$ cat config.mk
export PLATFORM = sky130hd
export DESIGN_NAME = sleep_clock_ctrl
export DESIGN_NICKNAME = d
export VERILOG_FILES = /design/src/include/pwr_pkg.sv /design/src/include/bod_seq_if.sv /design/src/verilog/bod_sleep_seq.sv /design/src/verilog/sleep_clock_ctrl.sv
export SDC_FILE = /design/constraint.sdc
export NUM_CORES = 1
export LEC_CHECK = 0
export ABC_AREA = 1
export CORE_ASPECT_RATIO = 0.7
export CORE_MARGIN = 2
export CORE_UTILIZATION = 40
export CTS_BUF_LIST = sky130_fd_sc_hd__clkbuf_4 sky130_fd_sc_hd__clkbuf_8
export DETAILED_ROUTE_END_ITERATION = 6
export DONT_BUFFER_PORTS = 1
export PLACE_DENSITY = 0.65
export SLEW_MARGIN = 20
export SYNTH_ARGS = -nofsm -noshare
export SYNTH_HDL_FRONTEND = slang
export SYNTH_SLANG_ARGS = --single-unit
$ cat constraint.sdc
create_clock -name mclk_i -period 1.68 [get_ports mclk_i]
set_input_delay 0.168 -clock mclk_i [delete_from_list [all_inputs] [get_ports mclk_i]]
set_output_delay 0.168 -clock mclk_i [all_outputs]
set_load 0.05 [all_outputs]
$ cat src/include/pwr_pkg.sv
// Purpose: Shared constants and types for sleep and clock gating control
// Assumes: 8-bit register port, registers at byte offsets
// Notes:   Cycle counts are at the system clock rate
package pwr_pkg;
	localparam int ADDR_W = 8;
	localparam int DATA_W = 8;
	localparam int GATE_W = 4;
	localparam int CNT_W  = 3;
	// Register offsets
	localparam logic [ADDR_W-1:0] GATE_ADDR = 8'h00;
	localparam logic [ADDR_W-1:0] CTRL_ADDR = 8'h01;
	// Field positions of power_control_reg
	localparam int CTRL_OFF_BIT    = 7;
	localparam int CTRL_SE_BIT     = 5;
	localparam int CTRL_SM_HI      = 4;
	localparam int CTRL_SM_LO      = 3;
	localparam int CTRL_UNLOCK_BIT = 2;
	// Field positions of peripheral_gate_reg
	localparam int GATE_T1_BIT   = 3;
	localparam int GATE_T0_BIT   = 2;
	localparam int GATE_SER_BIT  = 1;
	localparam int GATE_CONV_BIT = 0;
	// Gate bits whose peripheral runs on the converter clock
	localparam logic [GATE_W-1:0] GATE_ON_ADC = 4'h1;
	// Reset values
	localparam logic [GATE_W-1:0] GATE_RST  = 4'h0;
	localparam logic [DATA_W-1:0] RDATA_RST = 8'h00;
	// Timed unlock sequence, in clock cycles
	localparam logic [CNT_W-1:0] UNLOCK_WIN_CYC = 3'h4;
	localparam logic [CNT_W-1:0] OFF_DELAY_CYC  = 3'h3;
	localparam logic [CNT_W-1:0] OFF_HOLD_CYC   = 3'h3;
	localparam logic [CNT_W-1:0] OFF_SPAN_CYC   = OFF_DELAY_CYC + OFF_HOLD_CYC;
	typedef enum logic [1:0] {
		MODE_IDLE    = 2'h0,
		MODE_NOISE   = 2'h1,
		MODE_PDOWN   = 2'h2,
		MODE_STANDBY = 2'h3
	} sleep_mode_t;
	typedef enum logic [1:0] {
		ST_RUN   = 2'h1,
		ST_SLEEP = 2'h2
	} pwr_state_t;
endpackage

$ cat src/include/bod_seq_if.sv
// Purpose: Carrier between register logic and the brown-out unlock sequencer
// Assumes: One clock domain
// Notes:   wr is a one-cycle write strobe of power_control_reg
interface bod_seq_if;
	logic wr;
	logic wr_off;
	logic wr_unlock;
	logic off_bit;
	logic unlock_bit;
	logic effective;
	modport seq  (input wr, wr_off, wr_unlock, output off_bit, unlock_bit, effective);
	modport ctrl (output wr, wr_off, wr_unlock, input off_bit, unlock_bit, effective);
endinterface

$ cat src/verilog/bod_sleep_seq.sv
// Purpose: Timed unlock sequence for the brown-out sleep-off bit
// Assumes: Writes arrive as one-cycle strobes on the carrier
// Notes:   Off bit reads one for three cycles, then is effective three cycles
module bod_sleep_seq #(
	parameter bit SW_OFF_EN = 1'b1
) (
	input  wire logic mclk_i,
	input  wire logic sys_rst_i,
	bod_seq_if.seq    bus
);
	import pwr_pkg::*;

	typedef struct packed {
		logic             unlock;
		logic [CNT_W-1:0] win;
		logic [CNT_W-1:0] age;
		logic             off;
		logic             eff;
	} seq_state_t;

	seq_state_t q;
	seq_state_t d;

	// Next state of the unlock window and the off-bit lifetime
	always_comb
	begin
		d = q;
		if (q.win != '0)
		begin
			d.win = q.win - 3'h1;
		end
		if (q.age != '0)
		begin
			d.age = q.age - 3'h1;
		end
		if (bus.wr)
		begin
			if (bus.wr_off && bus.wr_unlock)
			begin
				d.unlock = 1'b1;
				d.win    = UNLOCK_WIN_CYC;
			end
			else if (bus.wr_off && q.unlock && q.win != '0)
			begin
				d.unlock = 1'b0;
				d.win    = '0;
				d.age    = OFF_SPAN_CYC;
			end
			else
			begin
				// Late off write leaves the off lifetime running; plain write clears it
				d.unlock = bus.wr_unlock;
				d.win    = '0;
				if (!bus.wr_off)
				begin
					d.age = '0;
				end
			end
		end
		if (d.win == '0)
		begin
			d.unlock = 1'b0;                // Window closed
		end
		d.off = d.age > OFF_HOLD_CYC;
		d.eff = d.age != '0 && d.age <= OFF_HOLD_CYC;
		if (!SW_OFF_EN)
		begin
			d = '0;
		end
	end

	// State register
	always_ff @(posedge mclk_i)
	begin
		if (sys_rst_i)
		begin
			q <= '0;
		end
		else
		begin
			q <= d;
		end
	end

	// Outputs straight from the state
	assign bus.off_bit    = q.off;
	assign bus.unlock_bit = q.unlock;
	assign bus.effective  = q.eff;
endmodule // bod_sleep_seq

$ cat src/verilog/sleep_clock_ctrl.sv
// Purpose: Sleep entry, sleep modes and per-peripheral clock gating
// Assumes: Register port strobes are one cycle, read data one cycle later
// Notes:   Clock outputs are enables for gates outside this block
// Behaviour
// - The off bit takes effect three cycles after the sequence sets it.
// - The off bit clears itself three cycles after being set.
// - Detector goes off only if sleep executes while off is effective.
// - Without software disable, the off bit is unused and reads zero.
// - Without software disable, the unlock bit is unused and reads zero.
// - Sleep instruction sleeps only when sleep_enable is one.
// - Mode select: 00 idle, 01 noise reduction, 10 power-down, 11 standby.
// - The unlock bit permits setting the off bit through the sequence.
// - Gate register bits 7:4 always read zero.
// - Timer 1 stop bit freezes timer 1; clearing resumes it.
// - Timer 0 stop bit freezes timer 0; clearing resumes it.
// - Serial stop bit stops its clock; software reinitialises it after.
// - Comparator unavailable while the converter stop bit is set.
// - Converter stays enabled in sleep; re-enable makes next conversion long.
// - Comparator off in power-down and standby unless using the reference.
// - Input buffers off when io and converter clocks stop, except wake pins.
// - A fuse-enabled brown-out detector stays on in all sleep modes unless software disable is effective in power-down or standby.
// - An enabled watchdog stays enabled in all sleep modes.
// - A software-disabled detector comes back on at wake-up.
// - Software disable works only in deep modes; zero is the default.
module sleep_clock_ctrl #(
	parameter int NPIN      = 8,
	parameter bit SW_OFF_EN = 1'b1
) (
	input  wire logic                         mclk_i,
	input  wire logic                         sys_rst_i,
	input  wire logic [pwr_pkg::ADDR_W-1:0]   reg_addr_i,
	input  wire logic [pwr_pkg::DATA_W-1:0]   reg_wdata_i,
	input  wire logic                         reg_wr_i,
	input  wire logic                         reg_rd_i,
	output logic      [pwr_pkg::DATA_W-1:0]   reg_rdata_o,
	input  wire logic                         sleep_instr_i,
	input  wire logic                         wake_i,
	input  wire logic                         bod_fuse_en_i,
	input  wire logic                         wdt_en_i,
	input  wire logic                         conv_en_i,
	input  wire logic                         conv_start_i,
	input  wire logic                         comp_en_i,
	input  wire logic                         comp_uses_ref_i,
	input  wire logic [NPIN-1:0]              wake_pin_mask_i,
	output logic                              sleeping_o,
	output pwr_pkg::sleep_mode_t              sleep_mode_o,
	output logic                              cpu_clk_en_o,
	output logic                              io_clk_en_o,
	output logic                              adc_clk_en_o,
	output logic                              osc_en_o,
	output logic                              timer1_clk_en_o,
	output logic                              timer0_clk_en_o,
	output logic                              serial_clk_en_o,
	output logic                              conv_clk_en_o,
	output logic                              serial_reinit_o,
	output logic                              conv_en_o,
	output logic                              conv_extended_o,
	output logic                              comp_en_o,
	output logic      [NPIN-1:0]              in_buf_en_o,
	output logic                              bod_en_o,
	output logic                              wdt_en_o
);
	import pwr_pkg::*;

	typedef struct packed {
		pwr_state_t        st;
		sleep_mode_t       mode;
		sleep_mode_t       sm_sel;
		logic              se;
		logic [GATE_W-1:0] gate;
		logic [DATA_W-1:0] rdata;
		logic              bod_off;
		logic              conv_prev;
		logic              conv_ext;
		logic              cpu_en;
		logic              io_en;
		logic              adc_en;
		logic              osc_en;
		logic [GATE_W-1:0] per_en;
		logic              ser_reinit;
		logic              conv_en;
		logic              comp_en;
		logic [NPIN-1:0]   buf_en;
		logic              bod_en;
		logic              wdt_en;
	} ctrl_state_t;

	ctrl_state_t q;
	ctrl_state_t d;
	bod_seq_if   seq_bus ();

	logic ctrl_wr;
	logic gate_wr;
	logic deep_sel;
	logic deep_now;
	logic gate_run;

	// The sleep-off request is judged only at sleep entry; a mode write made
	// while asleep cannot switch the detector off afterwards.

	// Write decode of the two registers
	assign ctrl_wr = reg_wr_i && reg_addr_i == CTRL_ADDR;
	assign gate_wr = reg_wr_i && reg_addr_i == GATE_ADDR;

	// Off and unlock writes go to the sequencer
	assign seq_bus.wr        = ctrl_wr;
	assign seq_bus.wr_off    = reg_wdata_i[CTRL_OFF_BIT];
	assign seq_bus.wr_unlock = reg_wdata_i[CTRL_UNLOCK_BIT];

	// Timed unlock sequence for the brown-out sleep-off bit
	bod_sleep_seq #(
		.SW_OFF_EN (SW_OFF_EN)
	) u_bod_seq (
		.mclk_i    (mclk_i),
		.sys_rst_i (sys_rst_i),
		.bus       (seq_bus.seq)
	);

	// Selected mode is power-down or standby, where the io and converter clocks stop
	assign deep_sel = q.sm_sel == MODE_PDOWN || q.sm_sel == MODE_STANDBY;

	// deep_sel looks at the programmed field, deep_now at the latched mode;
	// mixing them up would let a mode write during sleep move the detector.

	// Next state: registers, sleep sequence and derived enables
	always_comb
	begin
		d = q;
		deep_now = 1'b0;
		gate_run = 1'b0;

		// Register writes
		if (ctrl_wr)
		begin
			d.se     = reg_wdata_i[CTRL_SE_BIT];
			d.sm_sel = sleep_mode_t'(reg_wdata_i[CTRL_SM_HI:CTRL_SM_LO]);
		end
		if (gate_wr)
		begin
			d.gate = reg_wdata_i[GATE_W-1:0];
		end

		// Register reads, data valid only in the following cycle
		// Read data idles at zero between reads, so that several
		// slaves can share one read bus through a plain OR.
		d.rdata = RDATA_RST;
		if (reg_rd_i)
		begin
			case (reg_addr_i)
				GATE_ADDR:
				begin
					d.rdata[GATE_W-1:0] = q.gate;
				end
				CTRL_ADDR:
				begin
					d.rdata[CTRL_OFF_BIT]             = seq_bus.off_bit;
					d.rdata[CTRL_SE_BIT]              = q.se;
					d.rdata[CTRL_SM_HI:CTRL_SM_LO]    = q.sm_sel;
					d.rdata[CTRL_UNLOCK_BIT]          = seq_bus.unlock_bit;
				end
				default:
				begin
					d.rdata = RDATA_RST;
				end
			endcase
		end

		// Sleep state machine
		case (q.st)
			ST_RUN:
			begin
				if (sleep_instr_i && q.se)
				begin
					d.st      = ST_SLEEP;
					d.mode    = q.sm_sel;
					d.bod_off = seq_bus.effective && deep_sel;
				end
			end
			ST_SLEEP:
			begin
				if (wake_i)
				begin
					d.st      = ST_RUN;
					d.bod_off = 1'b0;
				end
			end
			default:
			begin
				d.st      = ST_RUN;
				d.bod_off = 1'b0;
			end
		endcase

		// Clock domains per mode
		// Enables come from the next state, so they change in the same
		// cycle as sleeping_o and never lag it by one cycle.
		d.cpu_en = d.st != ST_SLEEP;
		d.io_en  = d.st != ST_SLEEP || d.mode == MODE_IDLE;
		d.adc_en = d.st != ST_SLEEP || d.mode == MODE_IDLE || d.mode == MODE_NOISE;
		d.osc_en = d.st != ST_SLEEP || d.mode != MODE_PDOWN;
		deep_now = d.st == ST_SLEEP && (d.mode == MODE_PDOWN || d.mode == MODE_STANDBY);

		// Per-peripheral clock enables: stop bit frees or freezes each one
		for (int i = 0; i < GATE_W; i++)
		begin
			gate_run    = GATE_ON_ADC[i] ? d.adc_en : d.io_en;
			d.per_en[i] = gate_run && !d.gate[i];
		end

		// Serial block restart request when its stop bit falls
		d.ser_reinit = q.gate[GATE_SER_BIT] && !d.gate[GATE_SER_BIT];

		// Converter enable is untouched by sleep
		d.conv_en   = conv_en_i;
		d.conv_prev = conv_en_i;
		if (conv_start_i)
		begin
			d.conv_ext = 1'b0;
		end
		if (conv_en_i && !q.conv_prev)
		begin
			d.conv_ext = 1'b1;
		end

		// Comparator availability
		// A set converter stop bit removes the comparator in every mode;
		// the reference input only keeps it alive through deep sleep.
		d.comp_en = comp_en_i && !d.gate[GATE_CONV_BIT]
			&& (!deep_now || comp_uses_ref_i);

		// Input buffers: only wake pins stay on when io and adc clocks stop
		// Wake pins keep their buffers so a pin change can still end sleep;
		// the rest are cut to stop leakage from floating inputs.
		d.buf_en = (!d.io_en && !d.adc_en) ? wake_pin_mask_i : '1;

		// Brown-out detector and watchdog across sleep
		d.bod_en = bod_fuse_en_i && !(deep_now && d.bod_off);
		d.wdt_en = wdt_en_i;
	end

	// State register
	// Reset raises every clock enable so that the core runs at once;
	// the sleep-off latch and the status outputs start cleared.
	always_ff @(posedge mclk_i)
	begin
		if (sys_rst_i)
		begin
			q            <= '0;
			q.st         <= ST_RUN;
			q.mode       <= MODE_IDLE;
			q.sm_sel     <= MODE_IDLE;
			q.gate       <= GATE_RST;
			q.rdata      <= RDATA_RST;
			q.cpu_en     <= 1'b1;
			q.io_en      <= 1'b1;
			q.adc_en     <= 1'b1;
			q.osc_en     <= 1'b1;
			q.per_en     <= '1;
			q.buf_en     <= '1;
		end
		else
		begin
			q <= d;
		end
	end

	// Outputs straight from the state
	// Enables leave through flip-flops only, so the gates outside see
	// no glitch when several fields change in one cycle.
	assign reg_rdata_o     = q.rdata;
	assign sleeping_o      = q.st == ST_SLEEP;
	assign sleep_mode_o    = q.mode;
	assign cpu_clk_en_o    = q.cpu_en;
	assign io_clk_en_o     = q.io_en;
	assign adc_clk_en_o    = q.adc_en;
	assign osc_en_o        = q.osc_en;
	assign timer1_clk_en_o = q.per_en[GATE_T1_BIT];
	assign timer0_clk_en_o = q.per_en[GATE_T0_BIT];
	assign serial_clk_en_o = q.per_en[GATE_SER_BIT];
	assign conv_clk_en_o   = q.per_en[GATE_CONV_BIT];
	assign serial_reinit_o = q.ser_reinit;
	assign conv_en_o       = q.conv_en;
	assign conv_extended_o = q.conv_ext;
	assign comp_en_o       = q.comp_en;
	assign in_buf_en_o     = q.buf_en;
	assign bod_en_o        = q.bod_en;
	assign wdt_en_o        = q.wdt_en;
endmodule // sleep_clock_ctrl
==> results.md <==
* Critical-path cell list: dlygate4sd3_1 -> nor2_1 -> dlygate4sd3_1
* Critical Path AT at 1.79 ns
* Post-synth EDFFs at 0
* Clk slew on worst S/H paths at 0.09 ns
* Cell count after synthesis at 257
* Worst setup SP type: input port
* Vias in the first global route at 1438
* Critical Path End Type: register
* Total CTS buffers at 5
* Fillers at 484
* Max_slew headroom at 56.3%
* Number of I/O pins at 69
* Remaining Overflow, GRT at 0
* Crit-path leading delay family: buffers and inverters
* Most Frequent Cell on Critical Path: dlygate4sd3_1
* Port Buffers at 0
* Wire length on met2 at 1640 microns
* Antenna viol nets, final at 0
* Drt wl/cell at 12.0 microns
* Final Max Slew Viols at 0
* P per Cell Area at 1250 nW/um^2
* Cell taking the most area after synthesis: dfxtp_1
* Clock Tree Buf Depth at 2
* Clk_skew at 0.00359 ns
* Mux cell area share after synthesis at 0%
* Fmax at 624 MHz
* Peak VDD IR at 0.480 mV
* Min-Delay Path Class: input port to register
* Tcrit/Tclk final at 95.4%
* Die Ht at 64.4 microns
* Final GP Congestion at 0.814
* Layout area overhead at 10.3%
* CTS sink cnt at 50
* Buf/Inv on CP at 2
* Fraction of layout cells with a size suffix above 1 at 12.6%
* Synth Area in XOR/XNOR at 1.26%
* Dpl hpwl at 2890 microns
* Top sig layer: met4
* Synth Area in Adders at 3.61%
* Drt first pass iters at 4
* CTS tree: built
* CTS H-tree lvls at 2
* Antenna Cells at 0
* Sequential area share after synthesis at 48.1%
* Largest family of logic cells by synthesized area: simple AND/OR/NAND/NOR gates
* Worst-Skew Late Latency at 0.30 ns
* Area share of the largest cell type after synthesis at 48.1%
* Layout Utilization at 47.0%
* Final WL at 3960 microns
* Crit Path Class: input port to register
* Top cells by area, synth: dfxtp_1 48%, nand2_1 7.9%, buf_4 6.9%
* Synth async-reset ratio at 0%
* Maxcap violations at 0
* Worst Tran Pin Value at 0.653 ns
* Final setup viols at 0
* Post-Route M1 WL at 1930 microns
* Core region area at 4890 sq um
* DR iter-0 viols at 63
* Setup Buffers After CTS at 0
* Via count at 1497
* Avg Vias per Cell at 4.54
* Worst endpoint required time at 1.87 ns
* Count of cell types in the netlist at 29
* Yosys Warn Count at 0
* Simple-gate area share of the yosys netlist at 26.7%
* CP Max Fanout at 15
* Mapped cell area at 2080 sq um
* Row count at 21
* Final hold slack at 0.0102 ns
* Nets at 302
* Initial antenna violation count at 0
* Die ar. at 5810 sq um
* Most frequent cell after synthesis: dfxtp_1
* Status: completed
* Yosys reg bits at 50
* Met3 wire len at 338 microns
* Total GRT Usage at 14.8%
* First-pass GRT wire length at 6670 microns
* Final hold viol count at 0
* Period minus WS final at 1.60 ns
* Top post-synthesis cells by count: 50 x dfxtp_1, 44 x nand2_1, 33 x nor2_1
* Synth Flop Type: dfxtp_1
* Compound-cell area share of the yosys netlist at 6.01%
* Crit-path max cell delay at 0.95 ns
* Critical-path top delay cell: dlygate4sd3_1
* DRC viols at 0
* Leakage power at 1.01 nW
* Avg Inst Size Synth at 8.10 sq um
* Die width at 90.2 microns
* Initial core utilization at 42.6%
* Root Buffer: clkbuf_8
* Largest net degree at the start of global routing at 17
* Syn nets at 299
==> state kept, by name, summed over array words and instances (netlist names), 2 cells and up <==
name	cells
in_buf_en_o	8
reg_rdata_o	7
sleep_mode_o	2
u_bod_seq.q	6
q	10
==> logic make-up after synthesis <==
group	after synthesis
and+or+nand+nor	117
buffers and inverters	57
AOI/OAI and AO/OA	23
xor gates and xnor gates	3
adders and majority gates	6
DFF	50
other	1
==> layout by cell type, fill, tap and decap left out, types with 2 or more instances in the layout <==
cell type,n
nor2_2,3
inv_1,30
a21oi_1,9
nand3_2,2
nor3_1,2
nand2_2,3
o21ai_0,11
nand3_1,14
dfxtp_1,50
xor2_1,3
clkbuf_8,5
or2_1,8
nor2_4,3
inv_2,4
nand2_1,44
nor2_1,32
dlygate4sd3_1,14
buf_4,5
ha_1,5
clkinvlp_4,2
nand2_4,2
==> layout make-up <==
type	count	area (sq um)	share of cell area, %
clock inverter	3	45.0	1.96
tap	69	86.3	3.76
clock buffer	5	68.8	3.00
multi-input combinational	150	791	34.4
sequential	50	1000	43.6
inverter	34	128	5.56
timing repair buffer	19	178	7.73
==> final timing paths <==
| path | start | end | slack [ns] | cells past startpoint |
|---|---|---|---|---|
| worst min register to register | u_bod_seq.bus.off_bit | reg_rdata_o[7] | 0.43 | 2 |
| worst max-delay path | sys_rst_i | wdt_en_o | 0.08 | 3 |
| worst max register to register | q[41] | in_buf_en_o[5] | 0.11 | 8 |
| worst min-delay path | comp_en_i | comp_en_o | 0.01 | 2 |
==> repair_timing <==
item                                    in CTS  in global routing
resized for setup                            0                  1
endpoints found under the setup margin       0                 11
hold buffers                                14                  0
hold endpoints to repair                    26                  0
==> routing by layer <==
metal | up-vias | global-route usage [%]
met4 | 0 | 5.19
met5 | - | 0
met2 | 62 | 22.0
met1 | 653 | 19.9
li1 | 777 | -
met3 | 5 | 5.54
==> stage by stage <==
step	cell area [sq um]	instances	setup TNS (ns)	worst slack, ns	total power (W)
floorplan	2080	257	0	0.118	0.00192
detailed placement	2040	308	0	0.115	0.00202
global route	2300	330	-0.134	-0.0239	0.00308
global placement	2040	308	0	0.163	0.00200
finish	2300	330	0	0.0768	0.00286
CTS	2290	330	0	0.0869	0.00289
==> where the power goes <==
group          switching (W)  total (W)  internal, W
sequential         0.0000670    0.00135      0.00129
combinational       0.000408   0.000675     0.000267
clock               0.000392   0.000834     0.000443
==> worst register-to-register path, delay by kind of cell (launching register included) <==
| kind | cells | cell delay (ns) |
|---|---|---|
| simple gates | 5 | 0.75 |
| buf+inv | 2 | 0.11 |
| flops | 1 | 0.38 |
| fa+ha+maj | 1 | 0.21 |
Note: power is estimated with default switching activity, not from simulation.
